===== config.mk =====
export PLATFORM = sky130hd
export DESIGN_NAME = asmp_uart
export DESIGN_NICKNAME = d
export VERILOG_FILES = /design/src/hw/asmp_pkg.sv /design/src/hw/asmp_uart.sv /design/src/hw/asmp_fifo.sv
export SDC_FILE = /design/constraint.sdc
export NUM_CORES = 1
export LEC_CHECK = 0
export BUFFER_PORTS_ARGS = -buffer_cell sky130_fd_sc_hd__buf_2
export CAP_MARGIN = 20
export CORE_ASPECT_RATIO = 1.1
export CORE_MARGIN = 3
export CORE_UTILIZATION = 40
export CTS_CLUSTER_DIAMETER = 120
export DETAILED_ROUTE_END_ITERATION = 10
export GPL_TIMING_DRIVEN = 0
export PLACE_DENSITY = 0.58
export SLEW_MARGIN = 10
export SYNTH_ARGS = -nofsm -noshare
export SYNTH_HDL_FRONTEND = slang
export SYNTH_SLANG_ARGS = --single-unit

===== constraint.sdc =====
create_clock -name mclk -period 5.6 [get_ports mclk]
set_clock_uncertainty 0.15 [all_clocks]
set_input_delay 0.84 -clock mclk [delete_from_list [all_inputs] [get_ports mclk]]
set_output_delay 0.84 -clock mclk [all_outputs]
set_load 0.01 [all_outputs]

===== src/hw/asmp_pkg.sv =====
// Constants, state codes and timing counts for the serial port.
// Assumes a single 100 MHz clock that also serves as the baud source.
package asmp_pkg;
  localparam int MCLK_NS = 10;
  localparam int DEGLITCH_NS = 300;
  localparam logic [15:0] DEGLITCH_CYC =
    16'((DEGLITCH_NS + MCLK_NS - 1) / MCLK_NS);
  localparam logic [3:0] IDLE_MARK_BITS = 4'hA;
  localparam logic [3:0] BREAK_LOW_BITS = 4'hA;
  localparam logic [3:0] TX_IDLE_BITS = 4'hB;
  localparam logic [3:0] DATA_BITS_7 = 4'h7;
  localparam logic [3:0] DATA_BITS_8 = 4'h8;
  localparam int FIFO_W = 9;
  localparam int FIFO_DEPTH = 32;
  localparam int TAG_POS = 8;
  localparam logic MM_IDLE_LINE = 1'b0;
  localparam logic MM_ADDR_BIT = 1'b1;
  localparam logic SOFT_RESET_INIT = 1'b1;
  localparam logic TX_READY_INIT = 1'b1;
  localparam logic LINE_MARK = 1'b1;
  typedef enum logic [2:0] {
    ASMP_RX_IDLE  = 3'h0,
    ASMP_RX_START = 3'h1,
    ASMP_RX_BITS  = 3'h3,
    ASMP_RX_TAIL  = 3'h2,
    ASMP_RX_BRK   = 3'h6
  } asmp_rx_t;
endpackage


===== src/hw/asmp_uart.sv =====
// Asynchronous serial port with idle-line and address-bit formats.
// Assumes control pins synchronous to mclk; baud_div is at least 3.
`timescale 1ns/1ps
module asmp_uart (
  input  logic        mclk,
  input  logic        rst,
  input  logic        soft_reset_set,
  input  logic        soft_reset_clr,
  input  logic        int_en_wr,
  input  logic        rx_int_enable_wdata,
  input  logic        tx_int_enable_wdata,
  input  logic        char_7bit,
  input  logic        parity_en,
  input  logic        parity_even,
  input  logic        two_stop,
  input  logic        multiproc_format_select,
  input  logic        rx_wake_filter,
  input  logic        error_char_accept,
  input  logic        receiver_enable,
  input  logic        transmitter_enable,
  input  logic [15:0] baud_div,
  input  logic        tx_wr,
  input  logic [7:0]  tx_wdata,
  input  logic        tx_mark_set,
  input  logic        rx_rd,
  input  logic        err_clr,
  input  logic        serial_in_line,
  output logic        soft_reset_bit,
  output logic        rx_int_enable,
  output logic        tx_int_enable,
  output logic        rx_int_flag,
  output logic        tx_ready_flag,
  output logic        tx_empty_flag,
  output logic        rx_address_tag,
  output logic        tx_address_mark,
  output logic        framing_error_flag,
  output logic        parity_error_flag,
  output logic        overrun_error_flag,
  output logic        break_detected_flag,
  output logic        summary_error_flag,
  output logic [7:0]  receive_buffer,
  output logic        serial_out_line
);
  // Majority of three samples
  function automatic logic asmp_maj(input logic a, input logic b,
                                    input logic c);
    return (a & b) | (a & c) | (b & c);
  endfunction

  // Bits between start and stop
  function automatic logic [3:0] asmp_len(input logic seven,
                                          input logic pen,
                                          input logic mm);
    logic [3:0] n;
    n = seven ? asmp_pkg::DATA_BITS_7 : asmp_pkg::DATA_BITS_8;
    return n + {3'h0, mm} + {3'h0, pen};
  endfunction

  // Expected parity bit over data and address bit
  function automatic logic asmp_par(input logic [7:0] d, input logic seven,
                                    input logic mm, input logic ab,
                                    input logic pev);
    logic p;
    p = (^d[6:0]) ^ (d[7] & ~seven) ^ (ab & mm);
    return p ^ ~pev;
  endfunction

  // Character frame, bit 0 first on the line
  function automatic logic [12:0] asmp_frame(input logic [7:0] d,
                                             input logic seven,
                                             input logic pen,
                                             input logic pev,
                                             input logic mm,
                                             input logic ab);
    logic [12:0] f;
    int p;
    f = 13'h1FFF;
    f[0] = 1'b0;
    p = 1;
    for (int i = 0; i < 8; i++)
    begin
      if (i < 7 || !seven)
      begin
        f[p] = d[i];
        p++;
      end
    end
    if (mm)
    begin
      f[p] = ab;
      p++;
    end
    if (pen)
    begin
      f[p] = asmp_par(d, seven, mm, ab, pev);
    end
    return f;
  endfunction

  asmp_pkg::asmp_rx_t rx_st_r;
  logic [15:0] rx_cnt_r;
  logic [3:0]  rx_idx_r;
  logic [10:0] rx_sh_r;
  logic        samp0_r;
  logic        samp1_r;
  logic [15:0] idle_cnt_r;
  logic [3:0]  mark_cnt_r;
  logic        idle_seen_r;
  logic [3:0]  low_cnt_r;
  logic [7:0]  transmit_buffer;
  logic        wake_temp_latch;
  logic        tx_busy_r;
  logic [15:0] tx_cnt_r;
  logic [3:0]  tx_left_r;
  logic [12:0] tx_sh_r;
  logic [15:0] half;
  logic        bit_end;
  logic        at_vote;
  logic        vote;
  logic [3:0]  rx_len;
  logic [3:0]  nd;
  logic [7:0]  rx_data;
  logic        addr_bit;
  logic        par_bit;
  logic        stop_vote;
  logic        fe_now;
  logic        pe_now;
  logic        is_addr;
  logic        accept;
  logic        store;
  logic        ov_now;
  logic        brk_hit;
  logic        fifo_in_ready;
  logic        fifo_out_valid;
  logic        fifo_out_ready;
  logic [asmp_pkg::FIFO_W-1:0] fifo_out_data;
  logic        tx_load;
  logic        tx_bit_end;
  logic        err_wipe;

  assign half     = baud_div >> 1;
  assign bit_end  = rx_cnt_r == baud_div - 16'h1;
  assign at_vote  = rx_cnt_r == half + 16'h1;
  assign vote     = asmp_maj(samp0_r, samp1_r, serial_in_line);
  assign rx_len   = asmp_len(char_7bit, parity_en, multiproc_format_select);
  assign nd       = char_7bit ? asmp_pkg::DATA_BITS_7 : asmp_pkg::DATA_BITS_8;
  assign rx_data  = {rx_sh_r[7] & ~char_7bit, rx_sh_r[6:0]};
  assign addr_bit = rx_sh_r[nd];
  assign par_bit  = rx_sh_r[nd + {3'h0, multiproc_format_select}];
  assign stop_vote = rx_st_r == asmp_pkg::ASMP_RX_BITS && at_vote &&
                     rx_idx_r == rx_len;
  assign fe_now   = !vote;
  assign pe_now   = parity_en && par_bit != asmp_par(rx_data, char_7bit,
                    multiproc_format_select, addr_bit, parity_even);
  assign is_addr  = multiproc_format_select == asmp_pkg::MM_ADDR_BIT ?
                    addr_bit : idle_seen_r;
  assign accept   = stop_vote && (!rx_wake_filter || is_addr);
  assign store    = accept &&
                    (error_char_accept || !(fe_now || pe_now));
  assign ov_now   = store && !fifo_in_ready;
  assign brk_hit  = rx_st_r == asmp_pkg::ASMP_RX_BRK && at_vote && !vote &&
                    low_cnt_r == asmp_pkg::BREAK_LOW_BITS - 4'h1;
  assign fifo_out_ready = !rx_int_flag || rx_rd;
  assign err_wipe = err_clr || rx_rd;

  // Soft reset bit
  always_ff @(posedge mclk or posedge rst)
  begin
    if (rst)
    begin
      soft_reset_bit <= asmp_pkg::SOFT_RESET_INIT;
    end
    else if (soft_reset_set)
    begin
      soft_reset_bit <= 1'b1;
    end
    else if (soft_reset_clr)
    begin
      soft_reset_bit <= 1'b0;
    end
  end

  // Interrupt enables
  always_ff @(posedge mclk or posedge rst)
  begin
    if (rst)
    begin
      rx_int_enable <= 1'b0;
      tx_int_enable <= 1'b0;
    end
    else if (soft_reset_bit)
    begin
      rx_int_enable <= 1'b0;
      tx_int_enable <= 1'b0;
    end
    else if (int_en_wr)
    begin
      rx_int_enable <= rx_int_enable_wdata;
      tx_int_enable <= tx_int_enable_wdata;
    end
  end

  // Receive state machine
  always_ff @(posedge mclk or posedge rst)
  begin
    if (rst)
    begin
      rx_st_r  <= asmp_pkg::ASMP_RX_IDLE;
      rx_cnt_r <= 16'h0;
      rx_idx_r <= 4'h0;
      rx_sh_r  <= 11'h0;
      samp0_r  <= 1'b1;
      samp1_r  <= 1'b1;
      low_cnt_r <= 4'h0;
    end
    else if (soft_reset_bit)
    begin
      rx_st_r  <= asmp_pkg::ASMP_RX_IDLE;
      rx_cnt_r <= 16'h0;
      rx_idx_r <= 4'h0;
    end
    else
    begin
      rx_cnt_r <= bit_end ? 16'h0 : rx_cnt_r + 16'h1;
      if (rx_cnt_r == half - 16'h1)
      begin
        samp0_r <= serial_in_line;
      end
      if (rx_cnt_r == half)
      begin
        samp1_r <= serial_in_line;
      end
      case (rx_st_r)
        asmp_pkg::ASMP_RX_IDLE:
        begin
          rx_cnt_r <= 16'h1;
          if (receiver_enable && !serial_in_line)
          begin
            rx_st_r <= asmp_pkg::ASMP_RX_START;
          end
        end
        asmp_pkg::ASMP_RX_START:
        begin
          if (serial_in_line && rx_cnt_r < asmp_pkg::DEGLITCH_CYC)
          begin
            rx_st_r <= asmp_pkg::ASMP_RX_IDLE;
          end
          else if (at_vote && vote)
          begin
            rx_st_r <= asmp_pkg::ASMP_RX_IDLE;
          end
          else if (bit_end)
          begin
            rx_st_r  <= asmp_pkg::ASMP_RX_BITS;
            rx_idx_r <= 4'h0;
          end
        end
        asmp_pkg::ASMP_RX_BITS:
        begin
          if (at_vote)
          begin
            rx_sh_r[rx_idx_r] <= vote;
          end
          if (stop_vote)
          begin
            low_cnt_r <= 4'h0;
            rx_st_r <= vote ? asmp_pkg::ASMP_RX_TAIL
                            : asmp_pkg::ASMP_RX_BRK;
          end
          else if (bit_end)
          begin
            rx_idx_r <= rx_idx_r + 4'h1;
          end
        end
        asmp_pkg::ASMP_RX_TAIL:
        begin
          if (bit_end)
          begin
            rx_st_r <= asmp_pkg::ASMP_RX_IDLE;
          end
        end
        asmp_pkg::ASMP_RX_BRK:
        begin
          if (at_vote && vote)
          begin
            rx_st_r <= asmp_pkg::ASMP_RX_IDLE;
          end
          else if (at_vote && low_cnt_r != asmp_pkg::BREAK_LOW_BITS)
          begin
            low_cnt_r <= low_cnt_r + 4'h1;
          end
        end
        default:
        begin
          rx_st_r <= asmp_pkg::ASMP_RX_IDLE;
        end
      endcase
    end
  end

  // Idle line detection
  always_ff @(posedge mclk or posedge rst)
  begin
    if (rst)
    begin
      idle_cnt_r  <= 16'h0;
      mark_cnt_r  <= 4'h0;
      idle_seen_r <= 1'b0;
    end
    else if (soft_reset_bit || rx_st_r != asmp_pkg::ASMP_RX_IDLE ||
             !serial_in_line)
    begin
      idle_cnt_r <= 16'h0;
      mark_cnt_r <= 4'h0;
      if (soft_reset_bit || stop_vote)
      begin
        idle_seen_r <= 1'b0;
      end
    end
    else if (idle_cnt_r == baud_div - 16'h1)
    begin
      idle_cnt_r <= 16'h0;
      if (mark_cnt_r == asmp_pkg::IDLE_MARK_BITS - 4'h1)
      begin
        idle_seen_r <= 1'b1;
      end
      if (mark_cnt_r != asmp_pkg::IDLE_MARK_BITS)
      begin
        mark_cnt_r <= mark_cnt_r + 4'h1;
      end
    end
    else
    begin
      idle_cnt_r <= idle_cnt_r + 16'h1;
    end
  end

  asmp_fifo #(
    .W (asmp_pkg::FIFO_W),
    .D (asmp_pkg::FIFO_DEPTH)
  ) u_rx_fifo (
    .mclk      (mclk),
    .rst       (rst),
    .flush     (soft_reset_bit),
    .in_valid  (store),
    .in_ready  (fifo_in_ready),
    .in_data   ({is_addr, rx_data}),
    .out_valid (fifo_out_valid),
    .out_ready (fifo_out_ready),
    .out_data  (fifo_out_data)
  );

  // Receive buffer and its flag
  always_ff @(posedge mclk or posedge rst)
  begin
    if (rst)
    begin
      rx_int_flag    <= 1'b0;
      rx_address_tag <= 1'b0;
      receive_buffer <= 8'h0;
    end
    else if (soft_reset_bit)
    begin
      rx_int_flag    <= 1'b0;
      rx_address_tag <= 1'b0;
    end
    else if (fifo_out_ready)
    begin
      rx_int_flag <= fifo_out_valid;
      if (fifo_out_valid)
      begin
        receive_buffer <= fifo_out_data[7:0];
        rx_address_tag <= fifo_out_data[asmp_pkg::TAG_POS];
      end
    end
  end

  // Error flags, set wins over clear
  always_ff @(posedge mclk or posedge rst)
  begin
    if (rst)
    begin
      framing_error_flag  <= 1'b0;
      parity_error_flag   <= 1'b0;
      overrun_error_flag  <= 1'b0;
      break_detected_flag <= 1'b0;
      summary_error_flag  <= 1'b0;
    end
    else if (soft_reset_bit)
    begin
      framing_error_flag  <= 1'b0;
      parity_error_flag   <= 1'b0;
      overrun_error_flag  <= 1'b0;
      break_detected_flag <= 1'b0;
      summary_error_flag  <= 1'b0;
    end
    else
    begin
      framing_error_flag  <= (accept && fe_now) ||
                             (framing_error_flag && !err_wipe);
      parity_error_flag   <= (accept && pe_now) ||
                             (parity_error_flag && !err_wipe);
      overrun_error_flag  <= ov_now || (overrun_error_flag && !err_wipe);
      break_detected_flag <= brk_hit || (break_detected_flag && !err_wipe);
      summary_error_flag  <= (accept && (fe_now || pe_now)) || ov_now ||
                             brk_hit || (summary_error_flag && !err_wipe);
    end
  end

  assign tx_load = transmitter_enable && !tx_ready_flag && !tx_busy_r &&
                   !soft_reset_bit;
  assign tx_bit_end = tx_cnt_r == baud_div - 16'h1;

  // Transmit buffer and address mark
  always_ff @(posedge mclk or posedge rst)
  begin
    if (rst)
    begin
      tx_ready_flag   <= asmp_pkg::TX_READY_INIT;
      transmit_buffer <= 8'h0;
      tx_address_mark <= 1'b0;
    end
    else if (soft_reset_bit)
    begin
      tx_ready_flag   <= 1'b1;
      tx_address_mark <= 1'b0;
    end
    else
    begin
      if (tx_load)
      begin
        tx_ready_flag <= 1'b1;
      end
      else if (tx_wr && tx_ready_flag)
      begin
        transmit_buffer <= tx_wdata;
        tx_ready_flag   <= 1'b0;
      end
      if (tx_mark_set)
      begin
        tx_address_mark <= 1'b1;
      end
      else if (tx_load)
      begin
        tx_address_mark <= 1'b0;
      end
    end
  end

  // Transmit shifter and line
  always_ff @(posedge mclk or posedge rst)
  begin
    if (rst)
    begin
      tx_busy_r       <= 1'b0;
      tx_cnt_r        <= 16'h0;
      tx_left_r       <= 4'h0;
      tx_sh_r         <= 13'h1FFF;
      wake_temp_latch <= 1'b0;
      serial_out_line <= asmp_pkg::LINE_MARK;
      tx_empty_flag   <= 1'b1;
    end
    else if (soft_reset_bit)
    begin
      tx_busy_r       <= 1'b0;
      tx_cnt_r        <= 16'h0;
      wake_temp_latch <= 1'b0;
      serial_out_line <= asmp_pkg::LINE_MARK;
      tx_empty_flag   <= 1'b1;
    end
    else
    begin
      tx_empty_flag <= tx_ready_flag && !tx_busy_r && !tx_load;
      if (tx_load)
      begin
        tx_busy_r       <= 1'b1;
        tx_cnt_r        <= 16'h0;
        wake_temp_latch <= tx_address_mark;
        tx_sh_r <= asmp_frame(transmit_buffer, char_7bit, parity_en,
                              parity_even, multiproc_format_select,
                              tx_address_mark);
        if (tx_address_mark &&
            multiproc_format_select == asmp_pkg::MM_IDLE_LINE)
        begin
          tx_left_r       <= asmp_pkg::TX_IDLE_BITS;
          serial_out_line <= asmp_pkg::LINE_MARK;
        end
        else
        begin
          tx_left_r <= asmp_len(char_7bit, parity_en,
                                multiproc_format_select) +
                       4'h2 + {3'h0, two_stop};
          serial_out_line <= 1'b0;
        end
      end
      else if (tx_busy_r)
      begin
        tx_cnt_r <= tx_bit_end ? 16'h0 : tx_cnt_r + 16'h1;
        if (tx_bit_end)
        begin
          tx_sh_r   <= {1'b1, tx_sh_r[12:1]};
          tx_left_r <= tx_left_r - 4'h1;
          if (tx_left_r == 4'h1)
          begin
            tx_busy_r       <= 1'b0;
            serial_out_line <= asmp_pkg::LINE_MARK;
          end
          else if (wake_temp_latch &&
                   multiproc_format_select == asmp_pkg::MM_IDLE_LINE)
          begin
            serial_out_line <= asmp_pkg::LINE_MARK;
          end
          else
          begin
            serial_out_line <= tx_sh_r[1];
          end
        end
      end
    end
  end
endmodule


===== src/hw/asmp_fifo.sv =====
// Receive character FIFO with valid and ready on both sides.
// Assumes one clock; flush empties it in one cycle.
`timescale 1ns/1ps
module asmp_fifo #(
  parameter int W = 9,
  parameter int D = 32
) (
  input  logic         mclk,
  input  logic         rst,
  input  logic         flush,
  input  logic         in_valid,
  output logic         in_ready,
  input  logic [W-1:0] in_data,
  output logic         out_valid,
  input  logic         out_ready,
  output logic [W-1:0] out_data
);
  localparam int AW = $clog2(D);
  logic [W-1:0] mem [D];
  logic [AW:0]  wr_ptr_r;
  logic [AW:0]  rd_ptr_r;
  logic         push;
  logic         pop;

  assign in_ready  = (wr_ptr_r - rd_ptr_r) != (AW + 1)'(D);
  assign out_valid = wr_ptr_r != rd_ptr_r;
  assign out_data  = mem[rd_ptr_r[AW-1:0]];
  assign push      = in_valid && in_ready;
  assign pop       = out_valid && out_ready;

  // Storage
  always_ff @(posedge mclk)
  begin
    if (push)
    begin
      mem[wr_ptr_r[AW-1:0]] <= in_data;
    end
  end

  // Pointers
  always_ff @(posedge mclk or posedge rst)
  begin
    if (rst)
    begin
      wr_ptr_r <= '0;
      rd_ptr_r <= '0;
    end
    else if (flush)
    begin
      wr_ptr_r <= '0;
      rd_ptr_r <= '0;
    end
    else
    begin
      if (push)
      begin
        wr_ptr_r <= wr_ptr_r + (AW + 1)'(1);
      end
      if (pop)
      begin
        rd_ptr_r <= rd_ptr_r + (AW + 1)'(1);
      end
    end
  end
endmodule


==> flow_summary_export.csv, run 1 <==
group,metric,value,unit
pwr,fin_total_pwr,7.079,mW
critical_path,r2r_slack,0.22,ns
placement,gp_congestion,0.9310,
sta,finalSetupViolCount,0,
layout,num_antenna_cells,0,
sta,rsz0062_at_grt,"yes",
critical_path,crit_slowest_cell,"a221oi_1",
global_route,grt_pass1_wl,86.26,mm
detailed_routing,dr_total_vias,13950,
detailed_routing,drt_iter0_markers,1138,
global_route,grt_overflow,0,
critical_path,cp_top_family,"simple AND/OR/NAND/NOR gates",
logic_synthesis,synthSimpleGateAreaFrac,12.71,%
floorplanning,initial_core_util,40.86,%
clock_network,cts_setup_buffers,0,
critical_path,cp_max_fo,10,
logic_synthesis,avgSynthCellArea,13.12,um2
sta,slew_viol_final,0,
detailed_routing,met1Wirelength,24.43,mm
logic_synthesis,ys_ff_latch,423,
clock_network,cts-htree-levels,2,
detailed_routing,met3_length,3.083,mm
floorplanning,dieHeight,247.3,um
detailed_routing,first_pass_iters,5,
logic_synthesis,ys_seq_area_share,56.91,%
logic_synthesis,syn-num-nets,1695,
logic_synthesis,synth_compound_area_share,6.229,%
critical_path,criticalPathCategory,"reg2reg",
layout,fin_nets,1816,
sta,layout_setup_ws,0.2170,ns
detailed_routing,routed_wl,57.30,mm
clock_network,insertion_delay,0.59,ns
detailed_routing,route.top_layer_used,"met5",
clock_network,root_buffer,"clkbuf_16",
global_route,grt_pass1_vias,14160,
detailed_routing,vias_per_cell,5.719,
layout,final_cell_mix,"edfxtp_1 (288), nor2_1 (148), dfrtp_1 (118), nand2_1 (100), mux4_2 (91)",
logic_synthesis,synth-async-reset-ratio,31.91,%
worst_hold_path,hold_path.class,"in2async",
critical_path,worstPathRequired,5.79,ns
logic_synthesis,synthCells,1614,
pwr,p_leak,8.829,nW
logic_synthesis,synth.area.mux_share,11.70,%
global_route,grt_start_max_net_pins,78,
logic_synthesis,synth_ff_type,"edfxtp_1",
floorplanning,die_area,55730,um2
logic_synthesis,synth_fa_ha_area_share,2.163,%
critical_path,cpPeakStageDelay,0.68,ns
clock_network,cts_hold_buf,0,
sta,max_freq,185.8,MHz
status,status,"completed",
sta,whs,0.1159,ns
critical_path,startpoint_type,"register",
logic_synthesis,synth_top_family_by_area,"simple AND/OR/NAND/NOR gates",
detailed_routing,drcViolationCount,0,
clock_network,cts_tree,"done",
sta,worst_pin_slew,1.239,ns
layout,final_core_util,46.67,%
layout,area_growth,14.21,%
critical_path,endpoint_kind,"register",
placement,io_buffers,59,
run,drv_cap,0,
sta,min_period,5.383,ns
layout,drive_gt1_share,17.89,%
global_route,antenna_found_initial,2,
critical_path,arrival,5.57,ns
critical_path,crit_path_cell_trace,"clkbuf_1, clkbuf_1, inv_1, ha_1, nor2b_1, o21a_1, o21a_1, or4_1, a221oi_1, a21oi_1, nand3_1, nor2_1, buf_4",
logic_synthesis,synth-xor-area-share,7.713,%
clock_network,cts_resized,0,
layout,multiInputGateArea,8627,um2
logic_synthesis,synth_area,21170,um2
layout,ff_latch_area,12050,um2
layout,final_common_cell,"edfxtp_1",
floorplanning,die_w,225.4,um
layout,fillers,4648,
pwr,vdd_ir_drop_max,0.2188,mV
detailed_routing,met2WireLength,28.18,mm
sta,finalHoldViolCount,0,
clock_network,cts_sinks,423,
detailed_routing,wire_per_inst,23.49,um
global_route,track_usage,20.55,%
pwr,powerDensity,292.8,nW/um2
logic_synthesis,synth_edf_count,288,
clock_network,clk_pin_slew,0.06,ns
floorplanning,rows,87,
logic_synthesis,synth.distinct_cells,79,
placement,dp_hpwl,40.29,mm
clock_network,cts_buffers,46,
logic_synthesis,yosys_warnings,0,
sta,fin_crit_sh,96.13,%
detailed_routing,ant_nets,0,
floorplanning,core,51810,um2
clock_network,clockBufferDepth,3,
floorplanning,io_pins,67,
placement,place_ws,-0.5591,ns
sta,setup_tns,0,ns
critical_path,path_buf_inv,4,
sta,slew_headroom,17.24,%
path summary, 6_finish.rpt:
| path | to | startpoint | cells after the start |
|---|---|---|---|
| setup / recovery | u_rx_fifo.mem[16][4] | u_rx_fifo.rd_ptr_r[1] | 13 |
| hold / removal | transmit_buffer[7] | rst | 2 |
| setup reg to reg | u_rx_fifo.mem[16][4] | u_rx_fifo.rd_ptr_r[1] | 13 |
| hold reg to reg | tx_sh_r[5] | tx_sh_r[5] | 1 |
| max in group asynchronous | idle_cnt_r[10] | rst | 3 |
| min in group mclk | soft_reset_bit | soft_reset_clr | 2 |
metrics by stage:
step / cell area (um2) / instances
2_1_floorplan: 21170 / 1614
3_3_place_gp: 22300 / 2340
3_5_place_dp: 22470 / 2347
4_1_cts: 24010 / 2432
5_1_grt: 24180 / 2439
6_report: 24180 / 2439
cell type report:
class / instances / area share, %
clock inverters: 24 / 1.087
flip-flops and latches: 423 / 49.83
well taps: 667 / 3.451
multi-input cells: 1051 / 35.68
inverters: 53 / 0.8538
plain buffers: 87 / 1.433
clock buffers: 61 / 5.283
repair buffers: 73 / 2.386
cell usage after synthesis (6+ instances only):
library cell | count | share of area [%]
nor2b_1 | 17 | 0.50
nand3_1 | 70 | 1.7
xnor2_1 | 84 | 3.5
nor3_1 | 31 | 0.73
dfstp_2 | 17 | 2.1
o22ai_1 | 8 | 0.24
xnor3_1 | 20 | 2.1
mux2i_1 | 19 | 0.90
buf_1 | 17 | 0.30
and3_1 | 27 | 0.80
or3_1 | 15 | 0.44
nor3b_1 | 9 | 0.32
inv_1 | 51 | 0.90
a31oi_1 | 18 | 0.53
a21oi_1 | 38 | 0.90
ha_1 | 35 | 2.1
or2_2 | 6 | 0.18
mux2_2 | 21 | 1.1
buf_2 | 7 | 0.17
o21ai_0 | 34 | 0.80
nand4_1 | 26 | 0.77
a211oi_1 | 11 | 0.39
or4_1 | 12 | 0.43
a22o_1 | 8 | 0.33
a21o_1 | 11 | 0.39
nor4_1 | 25 | 0.74
nand2b_1 | 12 | 0.35
nand2_1 | 100 | 1.8
edfxtp_1 | 288 | 41
mux4_2 | 91 | 9.7
dfrtp_1 | 118 | 14
clkbuf_1 | 61 | 1.1
nor2_1 | 161 | 2.9
xor2_1 | 51 | 2.1
where the power goes:
group | leakage, nW | switching (mW) | internal [mW]
Combinational | 3.36 | 0.305 | 0.209
Sequential | 4.72 | 0.0631 | 3.42
Clock | 0.747 | 1.29 | 1.80
Total | 8.83 | 1.65 | 5.43
logic make-up (layout without fill, tap and decap cells):
group / after synthesis / count (layout)
and+or+nand+nor: 539 / 539
xor gates and xnor gates: 155 / 155
muxes: 131 / 131
AOI/OAI and AO/OA: 190 / 190
adders and majority gates: 36 / 36
buffers and inverters: 140 / 298
DFF: 423 / 423
layer usage:
metal | vias up | GRT usage [%]
li1 | 6331 | -
met1 | 7073 | 26.87
met2 | 439 | 35.35
met3 | 101 | 3.324
met4 | 4 | 6.132
met5 | - | 0
flip-flops by register name (all words and copies together) (netlist names), 3 cells and up:
signal	flops
idle_cnt_r	16
rx_cnt_r	16
u_rx_fifo.rd_ptr_r	6
low_cnt_r	4
tx_left_r	4
tx_sh_r	11
mark_cnt_r	4
rx_idx_r	4
tx_cnt_r	16
u_rx_fifo.wr_ptr_r	6
rx_sh_r	10
receive_buffer	8
transmit_buffer	8
u_rx_fifo.mem	288
rx_st_r	3
(Power assumes the default switching activity.)
==> run 2: changes to the inputs <==
--- a/config.mk
+++ b/config.mk
@@ -13,7 +13,7 @@
 export CTS_CLUSTER_DIAMETER = 120
 export DETAILED_ROUTE_END_ITERATION = 10
 export GPL_TIMING_DRIVEN = 0
-export PLACE_DENSITY = 0.58
+export SKIP_CTS_REPAIR_TIMING = 1
 export SLEW_MARGIN = 10
 export SYNTH_ARGS = -nofsm -noshare
 export SYNTH_HDL_FRONTEND = slang
==> run 2 against run 1 <==
- non-clock buffer count decreased by 1
- routed wire length decreased by 2.7%
- largest cell class unchanged
- critical endpoint is now u_rx_fifo.mem[0][6]
- sequential cell count unchanged
- global-route usage decreased by 0.46 points
- count of clock-buffer cells in the layout decreased by 1
- critical path depth unchanged
==> flow_summary_export.csv, run 2 (synthesized netlist as in run 1, its figures left out) <==
group,metric,value,unit
run,drv_cap,0,
clock_network,root_buffer,"clkbuf_16",
detailed_routing,wire_per_inst,22.88,um
detailed_routing,route.top_layer_used,"met4",
sta,slew_headroom,34.07,%
layout,final_area,24080,um2
placement,place_inst,2348,
layout,num_antenna_cells,0,
floorplanning,core,51810,um2
pwr,seqPwrFrac,49.7,%
clock_network,clk_pin_slew,0.05,ns
pwr,switchingPower,1.624,mW
layout,final_cells,2437,
pwr,power_frac_clock,42.9,%
pwr,p_leak,8.786,nW
pwr,p_sw_share,23.18,%
detailed_routing,met1Wirelength,24.01,mm
floorplanning,io_pins,67,
layout,final_common_cell,"edfxtp_1",
layout,fillers,4650,
pwr,internal_power,5.383,mW
critical_path,criticalPathCategory,"in2reg",
sta,finalSetupViolCount,0,
placement,place_ws,-0.5399,ns
worst_hold_path,hold_path.class,"in2async",
floorplanning,die_w,225.4,um
detailed_routing,met3_length,3.323,mm
global_route,grt_pass1_wl,84.97,mm
layout,largest_register_ffs,288,
sta,layout_setup_ws,0.04614,ns
floorplanning,rows,87,
critical_path,endpoint_kind,"register",
detailed_routing,ant_nets,0,
pwr,powerDensity,291.0,nW/um2
global_route,grt_pass1_vias,13830,
clock_network,insertion_delay,0.58,ns
critical_path,worstPathRequired,5.63,ns
floorplanning,initial_core_util,40.86,%
critical_path,arrival,5.59,ns
layout,fin_nets,1815,
clock_network,cts_buffers,46,
placement,gp_congestion,0.9564,
detailed_routing,met2WireLength,26.69,mm
detailed_routing,drt_iter0_markers,1053,
clock_network,clockBufferDepth,3,
sta,finalHoldViolCount,0,
global_route,grt_start_max_net_pins,71,
placement,dp_hpwl,40.09,mm
sta,slew_viol_final,0,
detailed_routing,vias_per_cell,5.679,
global_route,antenna_found_initial,0,
sta,worst_pin_slew,0.9853,ns
layout,final_cell_mix,"edfxtp_1 (288), nor2_1 (148), dfrtp_1 (118), nand2_1 (100), mux4_2 (91)",
clock_network,cts_sinks,423,
global_route,grt_overflow,0,
critical_path,startpoint_type,"input port",
global_route,track_usage,20.09,%
critical_path,cp_max_fo,10,
layout,drive_gt1_share,17.57,%
detailed_routing,routed_wl,55.76,mm
pwr,comb_power_share,7.4,%
sta,fin_crit_sh,99.18,%
detailed_routing,first_pass_iters,5,
placement,io_buffers,59,
sta,whs,0.1508,ns
detailed_routing,drcViolationCount,0,
sta,rsz0062_at_grt,"yes",
clock_network,cts-htree-levels,2,
sta,min_period,5.554,ns
layout,area_growth,13.76,%
floorplanning,dieHeight,247.3,um
placement,dpl-instance-area,22470,um2
pwr,vdd_ir_drop_max,0.2019,mV
detailed_routing,dr_total_vias,13840,
sta,max_freq,180.1,MHz
status,status,"completed",
clock_network,cts_tree,"done",
floorplanning,die_area,55730,um2
[run 2: power by group through the flow]
stage / combinational [mW] / sequential (mW) / clock, mW
2_1_floorplan: 0.340 / 3.54 / 0
3_3_place_gp: 0.500 / 3.54 / 0
3_5_place_dp: 0.514 / 3.55 / 0
4_1_cts: 0.516 / 3.48 / 3.08
5_1_grt: 0.572 / 3.49 / 3.20
6_report: 0.516 / 3.49 / 3.01
[run 2: through the flow]
stage	setup TNS [ns]	total power [mW]	util (%)
after global placement	-220.98	4.043	43.04
after CTS	0	7.076	46.23
after floorplan	0	3.878	-
after detailed placement	-128.44	4.059	43.37
final	0	7.007	46.48
after global routing	-36.29	7.266	46.48
[run 2: final cells by class]
type                       count  area [um2]  area share (%)
buffer                        87       346.6           1.439
tap                          667       834.6           3.465
multi-input combinational   1051        8612           35.76
inverter                      53       206.4          0.8572
clock buffer                  60        1244           5.164
timing repair buffer          72       551.8           2.291
clock inverter                24       241.5           1.003
sequential                   423       12050           50.02
[run 2: path summary, 6_finish.rpt]
check,start,endpoint,slack [ns],cells past startpoint
worst max-delay path,baud_div[2],u_rx_fifo.mem[0][6],0.05,13
worst min-delay path,rst,transmit_buffer[7],0.15,2
worst max register to register,u_rx_fifo.rd_ptr_r[1],u_rx_fifo.mem[11][3],0.33,12
worst min register to register,wake_temp_latch,wake_temp_latch,0.35,1
max in group asynchronous,rst,samp0_r,4.41,3
min in group mclk,soft_reset_clr,soft_reset_bit,0.24,2
[run 2: routing by layer]
| layer | global-route usage, % | up-vias |
|---|---|---|
| met3 | 3.490 | 96 |
| met1 | 27.34 | 6929 |
| met5 | 0 | - |
| li1 | - | 6340 |
| met4 | 6.394 | 0 |
| met2 | 32.96 | 475 |
[run 2: critical path, cell delays in order]
cell and delay (ns):
buf_2 0.10, clkbuf_1 0.28, clkbuf_1 0.50, inv_1 0.16, ha_1 0.32, xor2_1 0.16
nand2b_1 0.18, a211oi_1 0.34, and3_1 0.21, nand4_1 0.18, nor4_2 0.75, nand3_1 0.60
nor2_1 0.94
==> run 3: changes to the inputs <==
--- a/config.mk
+++ b/config.mk
@@ -5,14 +5,15 @@
 export SDC_FILE = /design/constraint.sdc
 export NUM_CORES = 1
 export LEC_CHECK = 0
-export BUFFER_PORTS_ARGS = -buffer_cell sky130_fd_sc_hd__buf_2
 export CAP_MARGIN = 20
 export CORE_ASPECT_RATIO = 1.1
 export CORE_MARGIN = 3
 export CORE_UTILIZATION = 40
 export CTS_CLUSTER_DIAMETER = 120
 export DETAILED_ROUTE_END_ITERATION = 10
+export DONT_BUFFER_PORTS = 1
 export GPL_TIMING_DRIVEN = 0
+export REMOVE_ABC_BUFFERS = 1
 export SKIP_CTS_REPAIR_TIMING = 1
 export SLEW_MARGIN = 10
 export SYNTH_ARGS = -nofsm -noshare
==> run 3 against run 2 <==
- first-iteration DRC count shrank 0.57%
- largest power group unchanged
- global-route usage down 1.7 points
- sequential cell count unchanged
- largest cell class unchanged
==> flow_summary_export.csv, run 3 (synthesized netlist as in run 1, its figures left out) <==
group,metric,value,unit
clock_network,cts_sinks,423,
critical_path,arrival,5.04,ns
clock_network,cts_buffers,46,
layout,final_core_util,45.06,%
critical_path,worstSetupStartpoint,"char_7bit",
sta,finalSetupViolCount,0,
sta,setup_tns,0,ns
floorplanning,die_area,55730,um2
global_route,antenna_found_initial,1,
detailed_routing,wire_per_inst,22.27,um
pwr,seqPwrFrac,50.7,%
critical_path,criticalPathCategory,"in2reg",
sta,max_freq,200.3,MHz
global_route,track_usage,18.41,%
layout,final_cell_mix,"edfxtp_1 (288), nor2_1 (161), dfrtp_1 (112), nand2_1 (100), mux4_2 (91)",
clock_network,clk_pin_slew,0.06,ns
pwr,p_sw_share,22.83,%
placement,gp_congestion,0.9198,
global_route,grt_overflow,0,
clock_network,clockBufferDepth,3,
layout,final_area,23350,um2
critical_path,endpoint_kind,"register",
sta,rsz0062_at_grt,"no",
pwr,comb_power_share,5.6,%
critical_path,startpoint_type,"input port",
floorplanning,die_w,225.4,um
floorplanning,io_pins,67,
floorplanning,initial_core_util,40.86,%
floorplanning,rows,87,
layout,fin_nets,1663,
critical_path,endpoint,"u_rx_fifo.mem[11][0]",
clock_network,root_buffer,"clkbuf_16",
clock_network,insertion_delay,0.58,ns
status,status,"completed",
layout,largest_register_ffs,288,
pwr,vdd_ir_drop_max,0.1915,mV
placement,io_buffers,0,
critical_path,r2r_slack,0.70,ns
sta,slew_headroom,28.91,%
layout,multiInputGateArea,8584,um2
detailed_routing,ant_nets,0,
critical_path,cp_max_fo,9,
layout,drive_gt1_share,14.44,%
global_route,grt_start_max_net_pins,70,
sta,layout_setup_ws,0.6076,ns
placement,place_ws,0.09429,ns
floorplanning,dieHeight,247.3,um
critical_path,r2r.worst_path.cells,11,
clock_network,cts-htree-levels,2,
global_route,grt_pass1_wl,79.29,mm
placement,dp_hpwl,33.87,mm
detailed_routing,drcViolationCount,0,
detailed_routing,vias_per_cell,5.779,
global_route,grt_pass1_vias,13150,
detailed_routing,dr_total_vias,13220,
pwr,switchingPower,1.579,mW
layout,fillers,4638,
sta,whs,0.01459,ns
layout,final_common_cell,"edfxtp_1",
critical_path,worstPathRequired,5.65,ns
pwr,p_leak,8.358,nW
detailed_routing,drt_iter0_markers,1047,
clock_network,cts_tree,"done",
sta,finalHoldViolCount,0,
pwr,power_frac_clock,43.6,%
detailed_routing,first_pass_iters,5,
layout,area_growth,10.28,%
floorplanning,core,51810,um2
run,drv_cap,0,
sta,worst_pin_slew,1.066,ns
critical_path,r2r-start,"u_rx_fifo.rd_ptr_r[1]",
layout,ff_latch_area,12060,um2
pwr,powerDensity,296.3,nW/um2
critical_path,worstReg2RegEnd,"u_rx_fifo.mem[11][0]",
pwr,internal_power,5.339,mW
detailed_routing,routed_wl,50.96,mm
sta,slew_viol_final,0,
sta,fin_crit_sh,89.15,%
placement,dpl-instance-area,21780,um2
sta,min_period,4.992,ns
worst_hold_path,hold_path.class,"in2async",
[run 3: worst min-delay path by stage]
| stage | from | to | slack [ns] | cells after the start |
|---|---|---|---|---|
| 2_1_floorplan | wake_temp_latch | wake_temp_latch | 0.32 | 1 |
| 3_3_place_gp | wake_temp_latch | wake_temp_latch | 0.34 | 1 |
| 3_5_place_dp | transmit_buffer[7] | transmit_buffer[7] | 0.35 | 1 |
| 4_1_cts | rst | tx_cnt_r[3] | 0.006 | 1 |
| 5_1_grt | rst | tx_cnt_r[6] | 0.03 | 1 |
| 6_report | rst | tx_cnt_r[3] | 0.01 | 1 |
[run 3: metrics by stage]
| stage | total power [mW] | instances |
|---|---|---|
| detailed placement | 3.961 | 2198 |
| CTS | 7.000 | 2284 |
| global route | 7.200 | 2287 |
| global placement | 3.950 | 2194 |
| finish | 6.918 | 2288 |
| floorplan | 3.852 | 1527 |
[run 3: layout make-up]
cell class,count,share of cell area (%)
inverters,53,0.8842
flip-flops and latches,423,51.66
repair buffers,7,0.6752
diodes,1,0.01072
clock buffers,56,5.182
well taps,667,3.574
multi-input cells,1051,36.77
clock inverters,30,1.249
[run 3: routing by layer]
| layer | share of wire (%) | GRT usage, % | vias up |
|---|---|---|---|
| met5 | 0.033 | 0 | - |
| met4 | 2.4 | 4.543 | 2 |
| met3 | 5.5 | 3.574 | 107 |
| met2 | 48 | 30.15 | 396 |
| met1 | 44 | 25.39 | 6698 |
| li1 | - | - | 6019 |
[run 3: critical path, cell delays in order]
cell	delay (ns)
inv_1	0.02
ha_1	0.38
inv_1	0.09
ha_1	0.21
inv_1	0.06
ha_1	0.30
xnor2_1	0.13
nor4_1	0.36
nand3_1	0.27
a21o_1	0.29
nor4_2	0.60
nand3_1	0.58
nor2_1	0.90
[run 3: power groups by stage]
stage	clock, mW	sequential, mW	combinational, mW
after floorplan	0	3.54	0.308
after global placement	0	3.57	0.378
after detailed placement	0	3.57	0.388
after CTS	3.10	3.51	0.391
after global routing	3.24	3.52	0.438
final	3.02	3.51	0.389
